$ cat config.mk
export PLATFORM = sky130hd
export DESIGN_NAME = osd_serial_cmd
export DESIGN_NICKNAME = d
export VERILOG_FILES = /design/src/design/osd_pkg.sv /design/src/design/osd_shift_rx.sv /design/src/design/osd_serial_cmd.sv
export SDC_FILE = /design/constraint.sdc
export NUM_CORES = 1
export LEC_CHECK = 0
export ABC_CLOCK_PERIOD_IN_PS = 4800
export BUFFER_PORTS_ARGS = -buffer_cell sky130_fd_sc_hd__buf_2
export CAP_MARGIN = 30
export CORE_MARGIN = 2
export CORE_UTILIZATION = 35
export DETAILED_ROUTE_END_ITERATION = 16
export GPL_TIMING_DRIVEN = 0
export SLEW_MARGIN = 10
export SYNTH_ARGS = -nofsm -noshare
export SYNTH_HDL_FRONTEND = slang
export SYNTH_SLANG_ARGS = --single-unit
$ cat constraint.sdc
create_clock -name i_ref_clk -period 4.8 [get_ports i_ref_clk]
set_clock_uncertainty 0.1 [all_clocks]
set_input_delay 0.72 -clock i_ref_clk [delete_from_list [all_inputs] [get_ports i_ref_clk]]
set_output_delay 0.72 -clock i_ref_clk [all_outputs]
set_load 0.02 [all_outputs]
$ cat src/design/osd_pkg.sv
// constants and carrier types for the serial command decoder
// Functional notes
// - commands arrive as 8-bit units; first unit code 7..4, data 3..0
// - latched command code applies to later units until next first unit
// - after char-write code, every following unit is character data
// - while enable is high the write-address command is current
// - code 1000 sets row (first 3..0) and column (second 4..0)
// - code 1001 writes characters: code in 6..0, attribute in bit 7
// - code 1010: vertical height selects, vertical start, crystal frequency select
// - code 1011: horizontal width selects, horizontal start, dot clock source
// - code 1100: test, erase, osc stop, soft reset; blanking, blink, reverse, display
// - code 1101: standard, non-interlace, internal sync; background, burst, phase
// - code 1110: output modes, line count, mute; acquire and loss counts
// - code 1111: four control bits; second unit ignored
// - shifted data accepted only while enable is low
// - clock-mode strap high selects external clock, low selects crystal
// - during pin reset composite sync output carries crystal clock, not soft reset
// - sync-detect output high on sync; pixel clock during pin reset only
// - standard strap high forces PAL-M, low uses command field
// - vertical sync strap low accepts vertical sync input, high ignores it
// - display grid 24 columns by 12 rows, 288 characters of 12x18
// - character-write mode persists until enable returns high
// - pin reset clears every command setting to zero
package osd_pkg;
  localparam int          UNIT_BITS    = 8;
  localparam logic [3:0]  CODE_ADDR    = 4'h8;
  localparam logic [3:0]  CODE_CHAR    = 4'h9;
  localparam logic [3:0]  CODE_VERT    = 4'ha;
  localparam logic [3:0]  CODE_HORIZ   = 4'hb;
  localparam logic [3:0]  CODE_DCTLA   = 4'hc;
  localparam logic [3:0]  CODE_DCTLB   = 4'hd;
  localparam logic [3:0]  CODE_SYNC    = 4'he;
  localparam logic [3:0]  CODE_DCTLC   = 4'hf;
  localparam int          FIRST_BIT    = 7;
  localparam int          COLS         = 24;
  localparam int          ROWS         = 12;
  localparam logic [1:0]  STD_PALM     = 2'h1;
  localparam int          UNIT_TIME_NS = 4200;
  localparam int          CLK_NS       = 100;
  localparam int          UNIT_CYCLES  = (UNIT_TIME_NS + CLK_NS - 1) / CLK_NS;

  typedef struct packed {
    logic [3:0] row;
    logic [4:0] col;
  } osd_addr_s;

  typedef struct packed {
    logic       attr;
    logic [6:0] code;
  } osd_char_s;

  typedef struct packed {
    logic [3:0] vsize;
    logic [5:0] vstart;
    logic       crystal_freq_select;
    logic [3:0] hsize;
    logic [5:0] hstart;
    logic       dot_clock_source;
  } osd_pos_s;

  typedef struct packed {
    logic       test_mode_bit;
    logic       ram_erase;
    logic       osc_stop_enable;
    logic       soft_reset;
    logic [2:0] blank;
    logic [1:0] blink;
    logic       reverse_video;
    logic       display_on;
    logic [1:0] std_sel;
    logic       non_interlace;
    logic       int_sync;
    logic       background_off;
    logic       burst_off;
    logic [2:0] bg_phase;
    logic [1:0] out_mode;
    logic       line_count_sel;
    logic       video_mute;
    logic [2:0] acq_count;
    logic [3:0] loss_count;
    logic [3:0] ctl_c;
  } osd_ctl_s;

  typedef enum logic [1:0] {
    ST_FIRST  = 2'b00,
    ST_SECOND = 2'b01,
    ST_CHAR   = 2'b11
  } osd_state_e;
endpackage : osd_pkg

$ cat src/design/osd_shift_rx.sv
// serial unit receiver: synchronises pins, shifts lsb first
`timescale 1ns/1ns
module osd_shift_rx (
  input  wire logic       i_ref_clk,
  input  wire logic       i_rstn,
  input  wire logic       i_cs_n,
  input  wire logic       i_sclk,
  input  wire logic       i_serial_in,
  output logic            o_cs_n,
  output logic            o_unit_vld,
  output logic [7:0]      o_unit
);
  import osd_pkg::*;

  logic [1:0] cs_sync_r, ck_sync_r, dt_sync_r;
  logic       ck_prev_r, ck_prev_nxt;
  logic [7:0] sh_r, sh_nxt;
  logic [2:0] cnt_r, cnt_nxt;
  logic       vld_r, vld_nxt;
  logic [7:0] unit_r, unit_nxt;
  logic       rise;

  // two-stage synchronisers; only stage two is read
  always_ff @(posedge i_ref_clk) begin
    cs_sync_r <= {cs_sync_r[0], i_cs_n};
    ck_sync_r <= {ck_sync_r[0], i_sclk};
    dt_sync_r <= {dt_sync_r[0], i_serial_in};
  end

  assign rise = ck_sync_r[1] & ~ck_prev_r;

  // shift next values
  always_comb begin
    ck_prev_nxt = ck_sync_r[1];
    sh_nxt      = sh_r;
    cnt_nxt     = cnt_r;
    vld_nxt     = 1'b0;
    unit_nxt    = unit_r;
    if (cs_sync_r[1]) begin
      // enable high drops any partial unit
      cnt_nxt = 3'h0;
    end else if (rise) begin
      sh_nxt  = {dt_sync_r[1], sh_r[7:1]};
      cnt_nxt = cnt_r + 3'h1;
      if (cnt_r == 3'h7) begin
        vld_nxt  = 1'b1;
        unit_nxt = {dt_sync_r[1], sh_r[7:1]};
      end
    end
  end

  always_ff @(posedge i_ref_clk) begin
    if (!i_rstn) begin
      ck_prev_r <= 1'b1;
      sh_r      <= 8'h00;
      cnt_r     <= 3'h0;
      vld_r     <= 1'b0;
      unit_r    <= 8'h00;
    end else begin
      ck_prev_r <= ck_prev_nxt;
      sh_r      <= sh_nxt;
      cnt_r     <= cnt_nxt;
      vld_r     <= vld_nxt;
      unit_r    <= unit_nxt;
    end
  end

  assign o_cs_n     = cs_sync_r[1];
  assign o_unit_vld = vld_r;
  assign o_unit     = unit_r;
endmodule : osd_shift_rx

$ cat src/design/osd_serial_cmd.sv
// command decoder top: latches codes, decodes settings, straps, reset outputs
`timescale 1ns/1ns
module osd_serial_cmd (
  input  wire logic            i_ref_clk,
  input  wire logic            i_rstn,
  input  wire logic            i_cs_n,
  input  wire logic            i_sclk,
  input  wire logic            i_serial_in,
  input  wire logic            i_clock_mode_strap,
  input  wire logic            i_standard_strap,
  input  wire logic            i_vsync_use_strap,
  input  wire logic            i_vertical_sync_in,
  input  wire logic            i_crystal_clk,
  input  wire logic            i_pixel_clk,
  input  wire logic            i_comp_sync,
  input  wire logic            i_sync_found,
  output osd_pkg::osd_addr_s   o_addr,
  output osd_pkg::osd_char_s   o_char,
  output logic                 o_char_we,
  output osd_pkg::osd_pos_s    o_pos,
  output osd_pkg::osd_ctl_s    o_ctl,
  output logic [1:0]           o_std_eff,
  output logic                 o_ext_clk_sel,
  output logic                 o_vsync_eff,
  output logic                 o_composite_sync_out,
  output logic                 o_sync_detect
);
  import osd_pkg::*;

  logic       cs_n;
  logic       uvld;
  logic [7:0] unit;

  osd_shift_rx u_rx (
    .i_ref_clk   (i_ref_clk),
    .i_rstn      (i_rstn),
    .i_cs_n      (i_cs_n),
    .i_sclk      (i_sclk),
    .i_serial_in (i_serial_in),
    .o_cs_n      (cs_n),
    .o_unit_vld  (uvld),
    .o_unit      (unit)
  );

  // two-stage sync of straps and pin-level signals
  logic [1:0] s_clk_r, s_std_r, s_vus_r, s_vsi_r, s_xc_r, s_pc_r, s_cs_r, s_sf_r;
  always_ff @(posedge i_ref_clk) begin
    s_clk_r <= {s_clk_r[0], i_clock_mode_strap};
    s_std_r <= {s_std_r[0], i_standard_strap};
    s_vus_r <= {s_vus_r[0], i_vsync_use_strap};
    s_vsi_r <= {s_vsi_r[0], i_vertical_sync_in};
    s_xc_r  <= {s_xc_r[0], i_crystal_clk};
    s_pc_r  <= {s_pc_r[0], i_pixel_clk};
    s_cs_r  <= {s_cs_r[0], i_comp_sync};
    s_sf_r  <= {s_sf_r[0], i_sync_found};
  end

  function automatic logic is_first(input logic [7:0] u);
    is_first = u[FIRST_BIT];
  endfunction : is_first

  osd_state_e st_r, st_nxt;
  logic [3:0] code_r, code_nxt;
  osd_addr_s  addr_r, addr_nxt;
  osd_char_s  char_r, char_nxt;
  logic       we_r, we_nxt;
  osd_pos_s   pos_r, pos_nxt;
  osd_ctl_s   ctl_r, ctl_nxt;

  // command sequencing and field decode
  always_comb begin
    st_nxt    = st_r;
    code_nxt  = code_r;
    addr_nxt  = addr_r;
    char_nxt  = char_r;
    we_nxt    = 1'b0;
    pos_nxt   = pos_r;
    ctl_nxt   = ctl_r;
    if (cs_n) begin
      code_nxt = CODE_ADDR;
      st_nxt   = ST_FIRST;
    end else if (uvld) begin
      case (st_r)
        ST_CHAR: begin
          char_nxt = unit;
          we_nxt   = 1'b1;
        end
        ST_FIRST, ST_SECOND: begin
          if (is_first(unit)) begin
            code_nxt  = unit[7:4];
            st_nxt    = (unit[7:4] == CODE_CHAR) ? ST_CHAR : ST_SECOND;
            case (unit[7:4])
              CODE_ADDR:   addr_nxt.row = unit[3:0];
              CODE_VERT:   pos_nxt.vsize = unit[3:0];
              CODE_HORIZ:  pos_nxt.hsize = unit[3:0];
              CODE_DCTLA: begin
                {ctl_nxt.test_mode_bit, ctl_nxt.ram_erase,
                 ctl_nxt.osc_stop_enable, ctl_nxt.soft_reset} = unit[3:0];
              end
              CODE_DCTLB: begin
                {ctl_nxt.std_sel, ctl_nxt.non_interlace, ctl_nxt.int_sync} = unit[3:0];
              end
              CODE_SYNC: begin
                {ctl_nxt.out_mode, ctl_nxt.line_count_sel, ctl_nxt.video_mute} = unit[3:0];
              end
              CODE_DCTLC:  ctl_nxt.ctl_c = unit[3:0];
              default: begin
              end
            endcase
          end else begin
            case (code_r)
              CODE_ADDR:  addr_nxt.col = unit[4:0];
              CODE_VERT:  {pos_nxt.crystal_freq_select, pos_nxt.vstart} = unit[6:0];
              CODE_HORIZ: {pos_nxt.dot_clock_source, pos_nxt.hstart} = unit[6:0];
              CODE_DCTLA: begin
                {ctl_nxt.blank, ctl_nxt.blink, ctl_nxt.reverse_video,
                 ctl_nxt.display_on} = unit[6:0];
              end
              CODE_DCTLB: begin
                {ctl_nxt.background_off, ctl_nxt.burst_off, ctl_nxt.bg_phase} = unit[4:0];
              end
              CODE_SYNC:  {ctl_nxt.acq_count, ctl_nxt.loss_count} = unit[6:0];
              CODE_DCTLC: begin
              end
              default: begin
              end
            endcase
          end
        end
        default: st_nxt = ST_FIRST;
      endcase
    end
  end

  always_ff @(posedge i_ref_clk) begin
    if (!i_rstn) begin
      st_r    <= ST_FIRST;
      code_r  <= CODE_ADDR;
      addr_r  <= '0;
      char_r  <= '0;
      we_r    <= 1'b0;
      pos_r   <= '0;
      ctl_r   <= '0;
    end else begin
      st_r    <= st_nxt;
      code_r  <= code_nxt;
      addr_r  <= addr_nxt;
      char_r  <= char_nxt;
      we_r    <= we_nxt;
      pos_r   <= pos_nxt;
      ctl_r   <= ctl_nxt;
    end
  end

  logic [1:0] std_r, std_nxt;
  logic       extc_r, extc_nxt, vs_r, vs_nxt, csy_r, csy_nxt, sd_r, sd_nxt;

  // strap handling and reset-time outputs
  always_comb begin
    std_nxt  = s_std_r[1] ? STD_PALM : ctl_r.std_sel;
    extc_nxt = s_clk_r[1];
    vs_nxt   = s_vus_r[1] ? 1'b0 : s_vsi_r[1];
    csy_nxt  = !i_rstn ? s_xc_r[1] : s_cs_r[1];
    sd_nxt   = !i_rstn ? s_pc_r[1] : s_sf_r[1];
  end

  // reset does not touch these so pin-reset clocks pass through
  always_ff @(posedge i_ref_clk) begin
    std_r  <= std_nxt;
    extc_r <= extc_nxt;
    vs_r   <= vs_nxt;
    csy_r  <= csy_nxt;
    sd_r   <= sd_nxt;
  end

  // grid bounds are the memory's job; fields sized to 24x12
  assign o_addr               = addr_r;
  assign o_char               = char_r;
  assign o_char_we            = we_r;
  assign o_pos                = pos_r;
  assign o_ctl                = ctl_r;
  assign o_std_eff            = std_r;
  assign o_ext_clk_sel        = extc_r;
  assign o_vsync_eff          = vs_r;
  assign o_composite_sync_out = csy_r;
  assign o_sync_detect        = sd_r;
endmodule : osd_serial_cmd

==> qor.csv <==
stage,metric,value,unit
die,fp.dieW,116,um
power_and_ir_drop,netSwitchingPower,0.000482,W
min_path,hold_path_end,s_clk_r[1],
yosys,synth_area,4350,um^2
timing,rsz0062_at_grt,false,
grt,antenna_found_initial,0,
yosys,synth_nets,423,
die,design.portCount,94,
power_and_ir_drop,comb_power_share,0.015,
setup_path,crit_fanout,10,
grt,grt_pass1_wl,16100,um
timing,setup_violations,0,
yosys,ys_seq_area_frac,0.589,
yosys,synth.most_common_cell,dfxtp_1,
grt,grt_usage,0.162,
setup_path,critPathArrivalTime,2.15,ns
timing,timing.final.hold_violations,0,
yosys,synthFlopType,dfxtp_1,
setup_path,rr_startpoint,u_rx.cnt_r[0],
setup_path,endpoint_kind,flip-flop,
timing,relSlewSlack,0.478,
die,die_y,116,um
power_and_ir_drop,powerDensity,434,nW/um^2
setup_path,timing.rr.end,u_rx.o_unit[3],
finish,drive_gt1_frac,0.254,
die,coreArea,12100,um^2
setup_path,reg2regPathDepth,6,
clocking,cts_root_buf,clkbuf_16,
route,wl_per_cell,14.4,um
grt,grt_max_degree,17,
clocking,cts-buffers-inserted,17,
power_and_ir_drop,pwr-share-clk,0.544,
flow_run,maxCapViolations,0,
route,drt-initial-drc-count,81,
power_and_ir_drop,peakVddDrop,0.222,mV
min_path,hold_depth,0,
clocking,htreeDepth,4,
route,routed_via_density,4.54,
clocking,cts_hold_buf,0,
yosys,synth_top_area_share,0.589,
finish,area_growth,29.9,%
timing,tightest_slew,0.782,ns
power_and_ir_drop,p_int,0.00197,W
clocking,clkTransAtPathRegs,0.06,ns
route,finalWirelength,10000,um
yosys,async_flop_share,0,
timing,finalMaxSlewViolations,0,
yosys,synthTopCellsByCount,"128 x dfxtp_1, 96 x nand2_1, 77 x mux2i_1",
setup_path,critPathKind,input pin to flip-flop,
die,dieArea,13300,um^2
grt,overflow,0,
clocking,cts_resized,0,
finish,seq_area,2560,um^2
setup_path,start_kind,input pin,
route,dr.pass1.iters,4,
min_path,min-delay-start,s_clk_r[0],
timing,final.min_clock_period,2.00,ns
place,post-dp-hpwl,7010,um
clocking,clk_latency,0.41,ns
clocking,cts_buffer_depth,2,
place,gp_congestion,0.761,
yosys,netlist-cell-type-count,30,
timing,fmax,500,MHz
yosys,synth_top_area_cell,dfxtp_1,
clocking,cts.sinks,128,
grt,grt_pass1_vias,3172,
yosys,ys_warn_count,0,
die,core.rowCount,40,
min_path,hold_path_class,flip-flop to flip-flop,
power_and_ir_drop,seqPwrFrac,0.441,
place,port-buffer-count,93,
status,outcome,completed,
yosys,syn_avg_cell_area,10.7,um^2
route,antenna_left,0,
route,num_vias,3177,
clocking,cts_tree,done,
power_and_ir_drop,power,0.00245,W
finish,layout.nets,535,
setup_path,r2r_slack,2.86,ns
power_and_ir_drop,swShare,0.197,
clocking,post_cts_buffers,0,
finish,multi_input_area,1670,um^2
timing,setup_tns,0,ns
power_and_ir_drop,power_leakage,2.64,nW
yosys,postSynthCellCount,408,
finish,antennaDiodeCount,0,
yosys,synth_edf_count,0,
yosys,ys_ff_latch,128,
finish,n_fill_cell,1150,
yosys,synth.area.top_cells,"dfxtp_1 59%, mux2i_1 18%, nand2_1 8.3%, clkbuf_1 2.0%, nor2b_1 1.4%",
setup_path,required,4.95,ns
route,drc_errors,0,
die,initial_core_util,0.361,
timing,fin_crit_sh,0.417,
-- cell type report --
type | instances | area share
Sequential cell | 128 | 0.453
Tap cell | 168 | 0.0372
Clock buffer | 22 | 0.0874
Multi-Input combinational cell | 249 | 0.295
Timing Repair Buffer | 93 | 0.0823
Buffer | 29 | 0.0204
Clock inverter | 9 | 0.0230
Inverter | 2 | 0.00133
-- layout by cell type, fill, tap and decap left out, drive strengths merged, types with 4 or more instances in the layout --
cell type,instances
mux2i,77
clkinvlp,4
clkbuf,45
buf,99
nand3,8
nor3b,4
nor2b,10
o21ai,9
nand4b,4
dfxtp,128
nor2,6
a21boi,8
nand2,96
-- through the flow --
step                hold slack, ns  std cells  setup slack [ns]  instance area (um^2)  utilization
finish                       0.218        700              2.80                  5650        0.469
global route                 0.228        700              2.68                  5650        0.469
CTS                          0.223        700              2.81                  5650        0.469
detailed placement           0.212        669              2.37                  5030        0.417
global placement             0.210        669              2.50                  5030        0.417
floorplan                    0.210        408              3.15                  4350            -
-- per-layer routing --
| layer | share of wire | global-route usage | vias to the layer above |
|---|---|---|---|
| met2 | 0.45 | 0.245 | 84 |
| met1 | 0.46 | 0.198 | 1492 |
| li1 | - | - | 1584 |
| met5 | 0 | 0 | - |
| met4 | 0.024 | 0.0900 | 0 |
| met3 | 0.058 | 0.0612 | 17 |
-- state kept, by name, indices dropped and copies added, names as in the netlist, 2 cells and up --
signal,count
s_sf_r,2
o_std_eff,2
s_std_r,2
u_rx.ck_sync_r,2
o_char,8
o_ctl,35
s_vsi_r,2
u_rx.sh_r,7
u_rx.cs_sync_r,2
s_pc_r,2
s_clk_r,2
s_xc_r,2
u_rx.dt_sync_r,2
s_vus_r,2
o_addr,9
o_pos,22
code_r,3
u_rx.o_unit,8
s_cs_r,2
st_r,2
u_rx.cnt_r,3
-- worst max-delay path by stage --
stage / slack (ns) / startpoint / cells after the start / end
global placement: 2.50 / i_rstn / 5 / o_pos[12]
finish: 2.80 / i_rstn / 5 / o_ctl[22]
floorplan: 3.15 / u_rx.cnt_r[0] / 6 / u_rx.o_unit[2]
detailed placement: 2.37 / i_rstn / 5 / o_ctl[22]
CTS: 2.81 / i_rstn / 5 / o_ctl[22]
global route: 2.68 / u_rx.cnt_r[0] / 6 / u_rx.o_unit[2]
-- critical path, cell delays in order --
cell and delay (ns):
buf_2 0.13, clkbuf_1 0.24, nand2_1 0.26, clkbuf_1 0.63, mux2i_1 0.17
-- power by group through the flow --
stage	sequential, W	combinational, W	clock (W)
after global routing	0.00108	0.0000419	0.00141
final	0.00108	0.0000378	0.00133
after CTS	0.00108	0.0000384	0.00136
after detailed placement	0.00110	0.0000381	0
after floorplan	0.00111	0.0000202	0
after global placement	0.00110	0.0000377	0
-- cells by family after synthesis --
kind of cell | after synthesis | share of synthesized area
compound gates | 20 | 0.0276
xor+xnor | 1 | 0.00201
fa+ha+maj | 2 | 0.00575
buf+inv | 31 | 0.0282
flops | 128 | 0.589
mux | 79 | 0.182
simple gates | 147 | 0.166
Power figures use the tool's default switching activity.
